`src/core/rtbk_consts.svh`:
```
// Offsets, field positions and reset values of the channel register bank
// How it works
// - Four identical channel register sets exist, reached through the select register.
// - The select register keeps its target until software writes address 0xff again.
// - Address 0xff is always the select register and never a channel register.
// - Bit 3 of channel register 0 holds the core state machine in reset.
// - Bit 2 of channel register 0 returns the other channel registers to their defaults.
// - Bit 1 of channel register 0 holds the reference clock domain in reset.
// - Bit 0 of channel register 0 holds the divided oscillator domain in reset.
// - Bit 4 of register 1 is set when lock is lost after lock, and cleared on read.
// - Bit 0 of register 1 is set only when a detected signal later disappears.
// - Register 2 reports eight recovery status bits in a fixed order.
// - Register 3 holds four 2-bit boost fields, applied only with the override enable.
// - Register 8 holds the starting oscillator capacitor code, default zero.
// - Broadcast writes reach all four sets while reads use the chosen channel.
`ifndef RTBK_CONSTS_SVH
`define RTBK_CONSTS_SVH

// ****************************************
// Register addresses
// ****************************************
`define RTBK_ADDR_CHSEL      8'hFF
`define RTBK_ADDR_RST_CTRL   8'h00
`define RTBK_ADDR_EVT_FLAGS  8'h01
`define RTBK_ADDR_STATUS     8'h02
`define RTBK_ADDR_BOOST      8'h03
`define RTBK_ADDR_RSV_FIRST  8'h04
`define RTBK_ADDR_RSV_LAST   8'h07
`define RTBK_ADDR_START_CAP  8'h08

// ****************************************
// Field positions
// ****************************************
`define RTBK_SEL_BCAST_BIT   3
`define RTBK_SEL_EN_BIT      2
`define RTBK_RC_CORE_BIT     3
`define RTBK_RC_REGS_BIT     2
`define RTBK_RC_REF_BIT      1
`define RTBK_RC_VCO_BIT      0
`define RTBK_EF_LOCK_BIT     4
`define RTBK_EF_SIG_BIT      0
`define RTBK_ST_PPM_BIT      7
`define RTBK_ST_ADAPT_BIT    6
`define RTBK_ST_FAIL_BIT     5
`define RTBK_ST_LOCK_BIT     4
`define RTBK_ST_CDR_BIT      3
`define RTBK_ST_SBT_BIT      2
`define RTBK_ST_LPFH_BIT     1
`define RTBK_ST_LPFL_BIT     0

// ****************************************
// Reset values
// ****************************************
`define RTBK_SEL_RESET       4'h0
`define RTBK_RC_RESET        4'h0
`define RTBK_BOOST_RESET     8'h00
`define RTBK_RSV_RESET       8'h00
`define RTBK_CAP_RESET       5'h00
`define RTBK_RD_INVALID      8'h00

`endif

```
`src/core/rtbk_pkg.sv`:
```
// Types shared by the channel register bank
`default_nettype none
package rtbk_pkg;
    typedef logic [7:0] rtbk_byte_t;
    typedef logic [1:0] rtbk_chan_t;
    typedef logic [3:0] rtbk_rstctl_t;
    typedef logic [4:0] rtbk_cap_t;
endpackage
`default_nettype wire

```
`src/core/rtbk_evt.sv`:
```
// Sticky loss event flag armed by a prior high level
`timescale 1ns/10ps
`default_nettype none
module rtbk_evt
    import rtbk_pkg::*;
(
    // Clock and reset
    input  wire logic clk,
    input  wire logic nrst,
    // Monitored level and controls
    input  wire logic level,
    input  wire logic hold,
    input  wire logic clr,
    // Sticky flag
    output logic      flag_q
);
    logic armed_q;
    logic set_evt;

    assign set_evt = armed_q & ~level;

    // Arms once the level has been seen high
    always_ff @(posedge clk or negedge nrst) begin
        if (!nrst) begin
            armed_q <= 1'b0;
        end else if (hold) begin
            armed_q <= 1'b0;
        end else if (level) begin
            armed_q <= 1'b1;
        end else if (set_evt) begin
            armed_q <= 1'b0;
        end
    end

    // Set wins over a clear in the same cycle
    always_ff @(posedge clk or negedge nrst) begin
        if (!nrst) begin
            flag_q <= 1'b0;
        end else if (set_evt) begin
            flag_q <= 1'b1;
        end else if (clr) begin
            flag_q <= 1'b0;
        end
    end
endmodule
`default_nettype wire

```
`src/core/rtbk_chan.sv`:
```
// Stored registers of one channel set
`timescale 1ns/10ps
`default_nettype none
`include "rtbk_consts.svh"
module rtbk_chan
    import rtbk_pkg::*;
(
    // Clock and reset
    input  wire logic       clk,
    input  wire logic       nrst,
    // Write port
    input  wire logic       wr,
    input  wire rtbk_byte_t addr,
    input  wire rtbk_byte_t wdata,
    // Boost override enable
    input  wire logic       boost_ovr_en,
    // Read data of stored registers
    output var  rtbk_byte_t rdata,
    // Reset controls
    output logic            core_rst,
    output logic            regs_rst,
    output logic            ref_rst,
    output logic            vco_rst,
    // Boost and capacitor settings
    output logic [1:0]      boost_stage0_field,
    output logic [1:0]      boost_stage1_field,
    output logic [1:0]      boost_stage2_field,
    output logic [1:0]      boost_stage3_field,
    output logic            boost_force_q,
    output var  rtbk_cap_t  start_cap_code
);
    rtbk_rstctl_t rst_ctl_q;
    rtbk_byte_t   boost_q;
    rtbk_cap_t    cap_q;
    rtbk_byte_t   rsv_q [4];

    assign core_rst           = rst_ctl_q[`RTBK_RC_CORE_BIT];
    assign regs_rst           = rst_ctl_q[`RTBK_RC_REGS_BIT];
    assign ref_rst            = rst_ctl_q[`RTBK_RC_REF_BIT];
    assign vco_rst            = rst_ctl_q[`RTBK_RC_VCO_BIT];
    assign boost_stage0_field = boost_q[7:6];
    assign boost_stage1_field = boost_q[5:4];
    assign boost_stage2_field = boost_q[3:2];
    assign boost_stage3_field = boost_q[1:0];
    assign start_cap_code     = cap_q;

    // Reset bits stay set until rewritten
    always_ff @(posedge clk or negedge nrst) begin
        if (!nrst) begin
            rst_ctl_q <= `RTBK_RC_RESET;
        end else if (wr && addr == `RTBK_ADDR_RST_CTRL) begin
            rst_ctl_q <= wdata[3:0];
        end
    end

    always_ff @(posedge clk or negedge nrst) begin
        if (!nrst) begin
            boost_q <= `RTBK_BOOST_RESET;
        end else if (regs_rst) begin
            boost_q <= `RTBK_BOOST_RESET;
        end else if (wr && addr == `RTBK_ADDR_BOOST) begin
            boost_q <= wdata;
        end
    end

    // Fields force the boost only under the override enable
    always_ff @(posedge clk or negedge nrst) begin
        if (!nrst) begin
            boost_force_q <= 1'b0;
        end else begin
            boost_force_q <= boost_ovr_en;
        end
    end

    always_ff @(posedge clk or negedge nrst) begin
        if (!nrst) begin
            cap_q <= `RTBK_CAP_RESET;
        end else if (regs_rst) begin
            cap_q <= `RTBK_CAP_RESET;
        end else if (wr && addr == `RTBK_ADDR_START_CAP) begin
            cap_q <= wdata[4:0];
        end
    end

    for (genvar k = 0; k < 4; k++) begin : g_rsv
        always_ff @(posedge clk or negedge nrst) begin
            if (!nrst) begin
                rsv_q[k] <= `RTBK_RSV_RESET;
            end else if (regs_rst) begin
                rsv_q[k] <= `RTBK_RSV_RESET;
            end else if (wr && addr == (`RTBK_ADDR_RSV_FIRST + 8'(k))) begin
                rsv_q[k] <= wdata;
            end
        end
    end

    always_comb begin
        rdata = `RTBK_RD_INVALID;
        if (addr == `RTBK_ADDR_RST_CTRL) begin
            rdata = {4'h0, rst_ctl_q};
        end else if (addr == `RTBK_ADDR_BOOST) begin
            rdata = boost_q;
        end else if (addr == `RTBK_ADDR_START_CAP) begin
            rdata = {3'h0, cap_q};
        end else if (addr >= `RTBK_ADDR_RSV_FIRST &&
                     addr <= `RTBK_ADDR_RSV_LAST) begin
            rdata = rsv_q[addr[1:0]];
        end
    end
endmodule
`default_nettype wire

```
`src/core/rtbk_top.sv`:
```
// Channel register bank with select register and four channel sets
`timescale 1ns/10ps
`default_nettype none
`include "rtbk_consts.svh"
module rtbk_top
    import rtbk_pkg::*;
(
    // Clock and reset
    input  wire logic             clk,
    input  wire logic             nrst,
    // Register access port
    input  wire rtbk_byte_t       reg_addr,
    input  wire rtbk_byte_t       reg_wdata,
    input  wire logic             reg_wr,
    input  wire logic             reg_rd,
    output var  rtbk_byte_t       reg_rdata_q,
    output logic                  reg_rvalid_q,
    // Recovery status per channel
    input  wire logic [3:0]       freq_count_met,
    input  wire logic [3:0]       adapt_done,
    input  wire logic [3:0]       lock_check_fail,
    input  wire logic [3:0]       lock_state,
    input  wire logic [3:0]       cdr_lock,
    input  wire logic [3:0]       sbt_limit,
    input  wire logic [3:0]       lpf_high,
    input  wire logic [3:0]       lpf_low,
    // Signal detect and boost override per channel
    input  wire logic [3:0]       sig_det,
    input  wire logic [3:0]       boost_ovr_en,
    // Reset controls per channel
    output logic [3:0]            core_rst,
    output logic [3:0]            regs_rst,
    output logic [3:0]            ref_rst,
    output logic [3:0]            vco_rst,
    // Boost and capacitor settings per channel
    output logic [3:0][1:0]       boost_stage0_field,
    output logic [3:0][1:0]       boost_stage1_field,
    output logic [3:0][1:0]       boost_stage2_field,
    output logic [3:0][1:0]       boost_stage3_field,
    output logic [3:0]            boost_force,
    output logic [3:0][4:0]       start_cap_code,
    // Event flags per channel
    output logic [3:0]            lock_lost_flag,
    output logic [3:0]            signal_lost_flag
);
    // ****************************************
    // Channel select register
    // ****************************************
    logic [3:0]   sel_q;
    logic         sel_wr;
    logic         sel_en;
    logic         sel_bcast;
    rtbk_chan_t   sel_ch;
    logic         chan_acc;
    logic [3:0]   wr_ch;
    logic [3:0]   rd_clr;
    rtbk_byte_t   chan_rdata [4];
    rtbk_byte_t   status_byte [4];
    rtbk_byte_t   rd_byte;
    rtbk_byte_t   boost_byte [4];

    // Address 0xff never reaches a channel set
    assign sel_wr    = reg_wr && reg_addr == `RTBK_ADDR_CHSEL;
    assign sel_en    = sel_q[`RTBK_SEL_EN_BIT];
    assign sel_bcast = sel_q[`RTBK_SEL_BCAST_BIT];
    assign sel_ch    = sel_q[1:0];
    assign chan_acc  = sel_en && reg_addr != `RTBK_ADDR_CHSEL;

    // Upper four bits of the select value are dropped
    always_ff @(posedge clk or negedge nrst) begin
        if (!nrst) begin
            sel_q <= `RTBK_SEL_RESET;
        end else if (sel_wr) begin
            sel_q <= reg_wdata[3:0];
        end
    end

    // ****************************************
    // Channel sets
    // ****************************************
    for (genvar i = 0; i < 4; i++) begin : g_ch
        // Broadcast reaches every set, else only the chosen one
        assign wr_ch[i] = reg_wr && chan_acc &&
                          (sel_bcast || sel_ch == rtbk_chan_t'(i));
        assign rd_clr[i] = reg_rd && chan_acc &&
                           reg_addr == `RTBK_ADDR_EVT_FLAGS &&
                           sel_ch == rtbk_chan_t'(i);

        always_comb begin
            status_byte[i] = `RTBK_RD_INVALID;
            status_byte[i][`RTBK_ST_PPM_BIT]   = freq_count_met[i];
            status_byte[i][`RTBK_ST_ADAPT_BIT] = adapt_done[i];
            status_byte[i][`RTBK_ST_FAIL_BIT]  = lock_check_fail[i];
            status_byte[i][`RTBK_ST_LOCK_BIT]  = lock_state[i];
            status_byte[i][`RTBK_ST_CDR_BIT]   = cdr_lock[i];
            status_byte[i][`RTBK_ST_SBT_BIT]   = sbt_limit[i];
            status_byte[i][`RTBK_ST_LPFH_BIT]  = lpf_high[i];
            status_byte[i][`RTBK_ST_LPFL_BIT]  = lpf_low[i];
        end

        assign boost_byte[i] = {boost_stage0_field[i], boost_stage1_field[i],
                                boost_stage2_field[i], boost_stage3_field[i]};

        rtbk_chan u_chan (
            .clk                (clk),
            .nrst               (nrst),
            .wr                 (wr_ch[i]),
            .addr               (reg_addr),
            .wdata              (reg_wdata),
            .boost_ovr_en       (boost_ovr_en[i]),
            .rdata              (chan_rdata[i]),
            .core_rst           (core_rst[i]),
            .regs_rst           (regs_rst[i]),
            .ref_rst            (ref_rst[i]),
            .vco_rst            (vco_rst[i]),
            .boost_stage0_field (boost_stage0_field[i]),
            .boost_stage1_field (boost_stage1_field[i]),
            .boost_stage2_field (boost_stage2_field[i]),
            .boost_stage3_field (boost_stage3_field[i]),
            .boost_force_q      (boost_force[i]),
            .start_cap_code     (start_cap_code[i])
        );

        // Lock loss only counts while the core runs
        rtbk_evt u_lock_evt (
            .clk    (clk),
            .nrst   (nrst),
            .level  (cdr_lock[i]),
            .hold   (core_rst[i]),
            .clr    (rd_clr[i] | regs_rst[i]),
            .flag_q (lock_lost_flag[i])
        );

        // Signal loss is not cleared by reading
        rtbk_evt u_sig_evt (
            .clk    (clk),
            .nrst   (nrst),
            .level  (sig_det[i]),
            .hold   (1'b0),
            .clr    (regs_rst[i]),
            .flag_q (signal_lost_flag[i])
        );
    end

    // ****************************************
    // Read path
    // ****************************************
    // Reads follow the chosen channel even under broadcast
    always_comb begin
        rd_byte = `RTBK_RD_INVALID;
        if (chan_acc) begin
            case (reg_addr)
                `RTBK_ADDR_EVT_FLAGS: begin
                    rd_byte = `RTBK_RD_INVALID;
                    rd_byte[`RTBK_EF_LOCK_BIT] = lock_lost_flag[sel_ch];
                    rd_byte[`RTBK_EF_SIG_BIT]  = signal_lost_flag[sel_ch];
                end
                `RTBK_ADDR_STATUS: begin
                    rd_byte = status_byte[sel_ch];
                end
                default: begin
                    rd_byte = chan_rdata[sel_ch];
                end
            endcase
        end
    end

    always_ff @(posedge clk or negedge nrst) begin
        if (!nrst) begin
            reg_rdata_q <= `RTBK_RD_INVALID;
        end else if (reg_rd) begin
            reg_rdata_q <= rd_byte;
        end
    end

    always_ff @(posedge clk or negedge nrst) begin
        if (!nrst) begin
            reg_rvalid_q <= 1'b0;
        end else begin
            reg_rvalid_q <= reg_rd;
        end
    end

    for (genvar j = 0; j < 4; j++) begin : g_chk

    end
endmodule
`default_nettype wire

```
`config.mk`:
```
export PLATFORM = sky130hd
export DESIGN_NAME = rtbk_top
export DESIGN_NICKNAME = d
export VERILOG_FILES = /design/src/core/rtbk_pkg.sv /design/src/core/rtbk_evt.sv /design/src/core/rtbk_chan.sv /design/src/core/rtbk_top.sv
export VERILOG_INCLUDE_DIRS = /design/src /design/src/core
export SDC_FILE = /design/constraint.sdc
export NUM_CORES = 1
export LEC_CHECK = 0
export ABC_CLOCK_PERIOD_IN_PS = 2500
export BUFFER_PORTS_ARGS = -buffer_cell sky130_fd_sc_hd__clkbuf_2
export CAP_MARGIN = 40
export CORE_MARGIN = 4
export CORE_UTILIZATION = 59
export CTS_BUF_LIST = sky130_fd_sc_hd__clkbuf_16
export DETAILED_ROUTE_END_ITERATION = 12
export PLACE_DENSITY = 0.81
export SETUP_SLACK_MARGIN = 0.5
export SLEW_MARGIN = 10
export SYNTH_ARGS = -nofsm -noshare
export SYNTH_HDL_FRONTEND = slang
export SYNTH_SLANG_ARGS = --single-unit
```
`constraint.sdc`:
```
create_clock -name clk -period 2.5 [get_ports clk]
set_input_delay 0.5 -clock clk [delete_from_list [all_inputs] [get_ports clk]]
set_output_delay 0.5 -clock clk [all_outputs]
set_load 0.01 [all_outputs]
```
Word-level counts from Yosys, hierarchy flattened
Cells that the tools add are included.

Bits in registers: 229. Bits in latches: 0. Bits in writable memories: 0. Memory bits (read-only): 0. Output and inout port bits: 89. Word-level logic and storage cells: 303. Memories: 0.

Add/sub/neg operators: 0. Multiply operators: 0. Div/mod/pow operators: 0. Order comparisons: 5. Equal/unequal tests: 13. Shift operators: 0. Multiplexer cells: 124. Bitwise logic cells: 22. Reductions and logical operators: 88.

Operators with widths (count): $mux 8 (69); $bmux 8 s2 (6); $reduce_bool 2->1 (36); $logic_and 1x1->1 (42); $mux 5 (8); $mux 1 (38); $eq 8x3->1 const B (4); $eq 8x2->1 const B (2); $pmux 8 s2 (1); $reduce_bool 3->1 (4); $and 1x1->1 (8); $eq 8x1->1 const B (1); $eq 8x4->1 const B (1); $eq 8x8->1 const B (1); $ge 8x3->1 const B (1); $le 8x3->1 const B (1); $logic_not 8->1 (1); $ne 8x8->1 const B (1); $not 1->1 (8); $ge 3x3->1 const B (2); $not 2->3 (2); $bmux 1 s2 (2); $eq 2x2->1 const B (2); $logic_or 1x1->1 (4); 4 further kinds (7).

Depth between registers and ports, before layout
Depth after elaboration: 13. Mapped depth: 8. Gate-level depth less buffers: 5.

Cells and area by module
Synthesis repeated with hierarchy kept, for this count alone.

Cells, all modules: 1040. Area, all modules: 11966.5 µm².

By module, submodules not included: rtbk_chan at g_ch[1].u_chan ... (times used 2, cells each 234, area each 2532.4 µm²); rtbk_chan at g_ch[0].u_chan (times used 1, cells each 212, area each 2528.7 µm²); rtbk_chan at g_ch[3].u_chan (times used 1, cells each 211, area each 2513.7 µm²); rtbk_top (times used 1, cells each 101, area each 1238.7 µm²); rtbk_evt (times used 8, cells each 6, area each 77.6 µm²).

Worst setup path before layout
Ideal clock, no wire load.

Kind: input to register. Start: in reg_addr[7]. End: reg reg_rdata_q[0]. Setup time: 0.124 ns. Data arrival time: 2.250 ns. Data required time: 2.376 ns. Path slack: 0.126 ns. Cell stages on the path: 7. Path buffers: 2. Cells stage by stage: or4_1 > buf_2 > or4_1 > buf_2 > o32a_1 > a31o_1 > o31a_1.

Longest elaborated chain between the ends: 11. Elaborated cells between the ends (all ways): 31.

RTL lines: from (decl) (line rtbk_top.sv:12) `input wire rtbk_byte_t reg_addr,`; $ge 8x3->1 (no line) or $le 8x3->1 (tied branches); $logic_and 1x1->1 (no line); $mux 8 (line rtbk_chan.sv:105) `` end else if (addr >= `RTBK_ADDR_RSV_FIRST && ``; $mux 8 (line rtbk_chan.sv:103) `` end else if (addr == `RTBK_ADDR_START_CAP) begin ``; $mux 8 (line rtbk_chan.sv:101) `` end else if (addr == `RTBK_ADDR_BOOST) begin ``; $mux 8 (line rtbk_chan.sv:99) `` if (addr == `RTBK_ADDR_RST_CTRL) begin ``; $bmux 8 s2 (line rtbk_top.sv:162) `rd_byte = chan_rdata[sel_ch];`; $mux 8 (implied by the code) (2 in a row) (line rtbk_top.sv:162); $pmux 8 s2 (line rtbk_top.sv:152) `case (reg_addr)`; $mux 8 * (line rtbk_top.sv:151) `if (chan_acc) begin`; to (signal assigned) (line rtbk_top.sv:170) `` reg_rdata_q <= `RTBK_RD_INVALID; ``; to (signal assigned) (line rtbk_top.sv:172) `reg_rdata_q <= rd_byte;`; to (decl) (line rtbk_top.sv:16) `output var rtbk_byte_t reg_rdata_q,`.

Every way passes the cells marked *; elsewhere a longest branch is shown, timed or not. The select of a mux whose other input is x is not followed. A chain may end at the register's enable or synchronous reset.

Final worst setup path
Start: reg sel_q[1]. End: reg reg_rdata_q[1].

Longest elaborated chain between the ends: 6. Elaborated cells between the ends (all ways): 9.

RTL lines: from (decl) (line rtbk_top.sv:49) `logic [3:0] sel_q;`; from (signal assigned) (line rtbk_top.sv:72) `` sel_q <= `RTBK_SEL_RESET; ``; from (signal assigned) (line rtbk_top.sv:74) `sel_q <= reg_wdata[3:0];`; $not 2->3 (implied by the code) * (line rtbk_top.sv:159, rtbk_top.sv:162); $bmux 8 s2, on equally long branches (line rtbk_top.sv:162, rtbk_top.sv:159); $mux 8, on equally long branches (2 in a row) (line rtbk_top.sv:162, rtbk_top.sv:159); $pmux 8 s2 * (line rtbk_top.sv:152); $mux 8 * (line rtbk_top.sv:151).

Marks and branches as above.

==> results.cfg <==
[outcome]
status = finished clean

[power]
cellLeakagePower_nw = 6.52
p_per_area_mw_per_mm2 = 548
ir_drop_mv = 0.604

[synthesis]
synth_cell_types = 56
ys_seq_elements = 229
netlist_instances = 1045
ys.flop_type = dfrtp_1
yosys_warnings = 0
synth_nets = 1105
synthArstFlopShare = 1.00
netlist_area_sq_mm = 0.0118
syn_area_per_cell_sq_um = 11.3
ys_seq_area_frac = 0.487
synth_edf_count = 0

[die]
num_io_pins = 149
die_w_microns = 149
core_area_sq_mm = 0.0195
fp.dieH_microns = 149
fp-row-count = 51
start_util = 0.602
die_area_sq_mm = 0.0223

[cts]
cts_sinks = 229
clk_pin_slew_worst_paths_ns = 0.06
numCtsBuffers = 25
cts_tree = yes
clk-insertion-delay-late_ns = 0.53
clock_tree.root_cell = clkbuf_16
cts_buffer_depth = 3
htreeDepth = 1

[critical_path]
worstSetupPathType = reg -> reg
r2r_slack_ns = 0.51
reg2reg_from = sel_q[1]
cp.arrival_ns = 2.38
critPathLaunch = sel_q[1]
endpoint_kind = flip-flop
cp-start-kind = flip-flop
path_max_fanout = 22
critical_path_required_ns = 2.89

[final_layout]
layout.nets = 1256
fillers = 1347
ff_latch_area_sq_mm = 0.00573
multi_input_area_sq_mm = 0.00545
syn2layout_area_growth_pct = 19.6
layout_common_cells = dfrtp_1, nor2_1, clkbuf_2
drive_above_1_share = 0.320
diodes = 0
final_common_cell = dfrtp_1

[detailed_routing]
totalWireLength_mm = 34.7
dr.pass1.iters = 5
drtAntennaViolNets = 0
drt_iter0_markers = 901
vias = 9438
viasPerCell = 6.39
detail_route.wl_per_cell_microns = 23.5
drc = 0

[grt]
grt_pass1_vias = 9498
grt_pass1_wl_mm = 53.0
track_usage = 0.306
grt_max_degree = 78
grt_overflow = 0
antenna_found_initial = 0

[timing]
tightest_slew_ns = 0.834
grt_setup_unrepaired = true
slew_headroom = 0.444
fin_crit_ns = 1.99
totalNegativeSetupSlack_ns = 0
final-hold-violation-count = 0
whs_ns = 0.0864
fin_crit_sh = 0.798
drv_slew = 0
clock_skew_ns = 0.0133
max_freq_mhz = 501
setup_violations = 0

[hold_path]
hold_start = boost_ovr_en[1]
hp-class = in -> reg

[run]
cap_violations = 0

[placed_design]
io_buffer_count = 148
place_congestion = 0.978
dpl.hpwl_mm = 23.5
[area by class of cell]
type	instances	share of cell area
tap	265	0.0236
multi-input combinational	680	0.387
inverter	16	0.00427
sequential	229	0.408
clock buffer	25	0.0445
clock inverter	17	0.00907
timing repair buffer	244	0.124
[stage by stage]
stage / utilization / instances / setup WS [ns] / area (sq um) / power [W]
2_1_floorplan: - / 1045 / 0.126 / 11900 / 0.00404
3_3_place_gp: 0.674 / 1425 / 0.0146 / 13200 / 0.00429
3_5_place_dp: 0.674 / 1425 / -0.0765 / 13200 / 0.00430
4_1_cts: 0.713 / 1468 / 0.478 / 13900 / 0.00774
5_1_grt: 0.720 / 1476 / 0.438 / 14100 / 0.00794
6_report: 0.720 / 1476 / 0.506 / 14100 / 0.00771
[state kept, by name, indices dropped and copies added, names as in the netlist]
signal and count:
g_ch.u_chan.start_cap_code 20, g_ch.u_sig_evt.flag_q 4, g_ch.u_chan.boost_q 32, sel_q 4, reg_rdata_q 8, g_ch.u_sig_evt.armed_q 4
g_ch.u_lock_evt.flag_q 4, reg_rvalid_q 1, g_ch.u_chan.rst_ctl_q 16, g_ch.u_lock_evt.armed_q 4, g_ch.u_chan.boost_force_q 4, g_ch.u_chan.rsv_q 128
[synth_stat cells, drive strengths merged (2+ instances only)]
cell type | instances | area, sq um
a211oi | 3 | 22.5
buf | 56 | 358
o2bb2ai | 2 | 17.5
clkbuf | 64 | 240
o221ai | 3 | 26.3
nor2 | 154 | 608
nand3 | 4 | 20.0
nor2b | 13 | 81.3
o211ai | 12 | 95.1
or4 | 2 | 15.0
a22o | 5 | 43.8
inv | 16 | 60.1
nor3 | 14 | 205
nor4 | 8 | 129
mux2 | 21 | 236
or2 | 2 | 12.5
a22oi | 15 | 113
mux2i | 134 | 1340
and2 | 2 | 12.5
o22a | 3 | 26.3
nand2b | 7 | 43.8
a2111oi | 3 | 26.3
o31ai | 3 | 22.5
dfrtp | 229 | 5730
a221oi | 3 | 26.3
a21oi | 60 | 300
o21ai | 59 | 295
o22ai | 6 | 37.5
mux4 | 51 | 1150
nand2 | 58 | 218
nand4b | 2 | 17.5
nand4 | 15 | 93.8
and3 | 2 | 12.5
[report_power, final]
part / internal [W] / total [W] / switching [W] / leakage, nW
Combinational: 0.000185 / 0.000519 / 0.000335 / 3.00
Clock: 0.00200 / 0.00346 / 0.00145 / 0.397
Sequential: 0.00372 / 0.00374 / 0.0000113 / 3.12
Total: 0.00591 / 0.00771 / 0.00180 / 6.52
[per-layer routing]
layer,vias to the layer above,wire length (microns),GRT usage
li1,4021,-,-
met1,4723,13200,0.406
met2,557,16700,0.494
met3,137,2950,0.0617
met4,0,1830,0.136
met5,-,0,0
[logic make-up (layout without fill, tap and decap cells)]
| kind of cell | after synthesis | count (layout) | synth area share |
|---|---|---|---|
| AND/OR/NAND/NOR | 287 | 287 | 0.128 |
| adder cells (fa/ha/maj) | 1 | 1 | 0.000851 |
| multiplexers | 206 | 206 | 0.232 |
| buffers and inverters | 136 | 302 | 0.0560 |
| flip-flops | 229 | 229 | 0.487 |
| AO/OA/AOI/OAI | 186 | 186 | 0.0958 |
[final timing paths]
| kind | to | cells past startpoint |
|---|---|---|
| setup / recovery | reg_rdata_q[1] | 5 |
| hold / removal | g_ch[1].u_chan.boost_force_q | 1 |
| setup reg to reg | reg_rdata_q[1] | 5 |
| hold reg to reg | g_ch[1].u_sig_evt.flag_q | 2 |
| max in group asynchronous | g_ch[3].u_chan.rsv_q[4] | 3 |
| min in group asynchronous | g_ch[1].u_chan.boost_force_q | 2 |
[repair_timing]
action                     CTS  global route
pin swaps                    0             3
hold endpoints to repair    42             0
hold buffers                 1             0
gates resized for setup      5            10
setup endpoints to repair   13            97
setup buffers                0             7
cloned                       0             1
[worst max-delay path, cell delays in order, from the launching register on]
cell       delay [ns]
dfrtp_1          0.43
buf_4            0.36
mux4_2           0.39
a22o_1           0.27
a2111oi_2        0.31
nor3_1           0.09
Note: power is estimated with default switching activity, not from simulation.
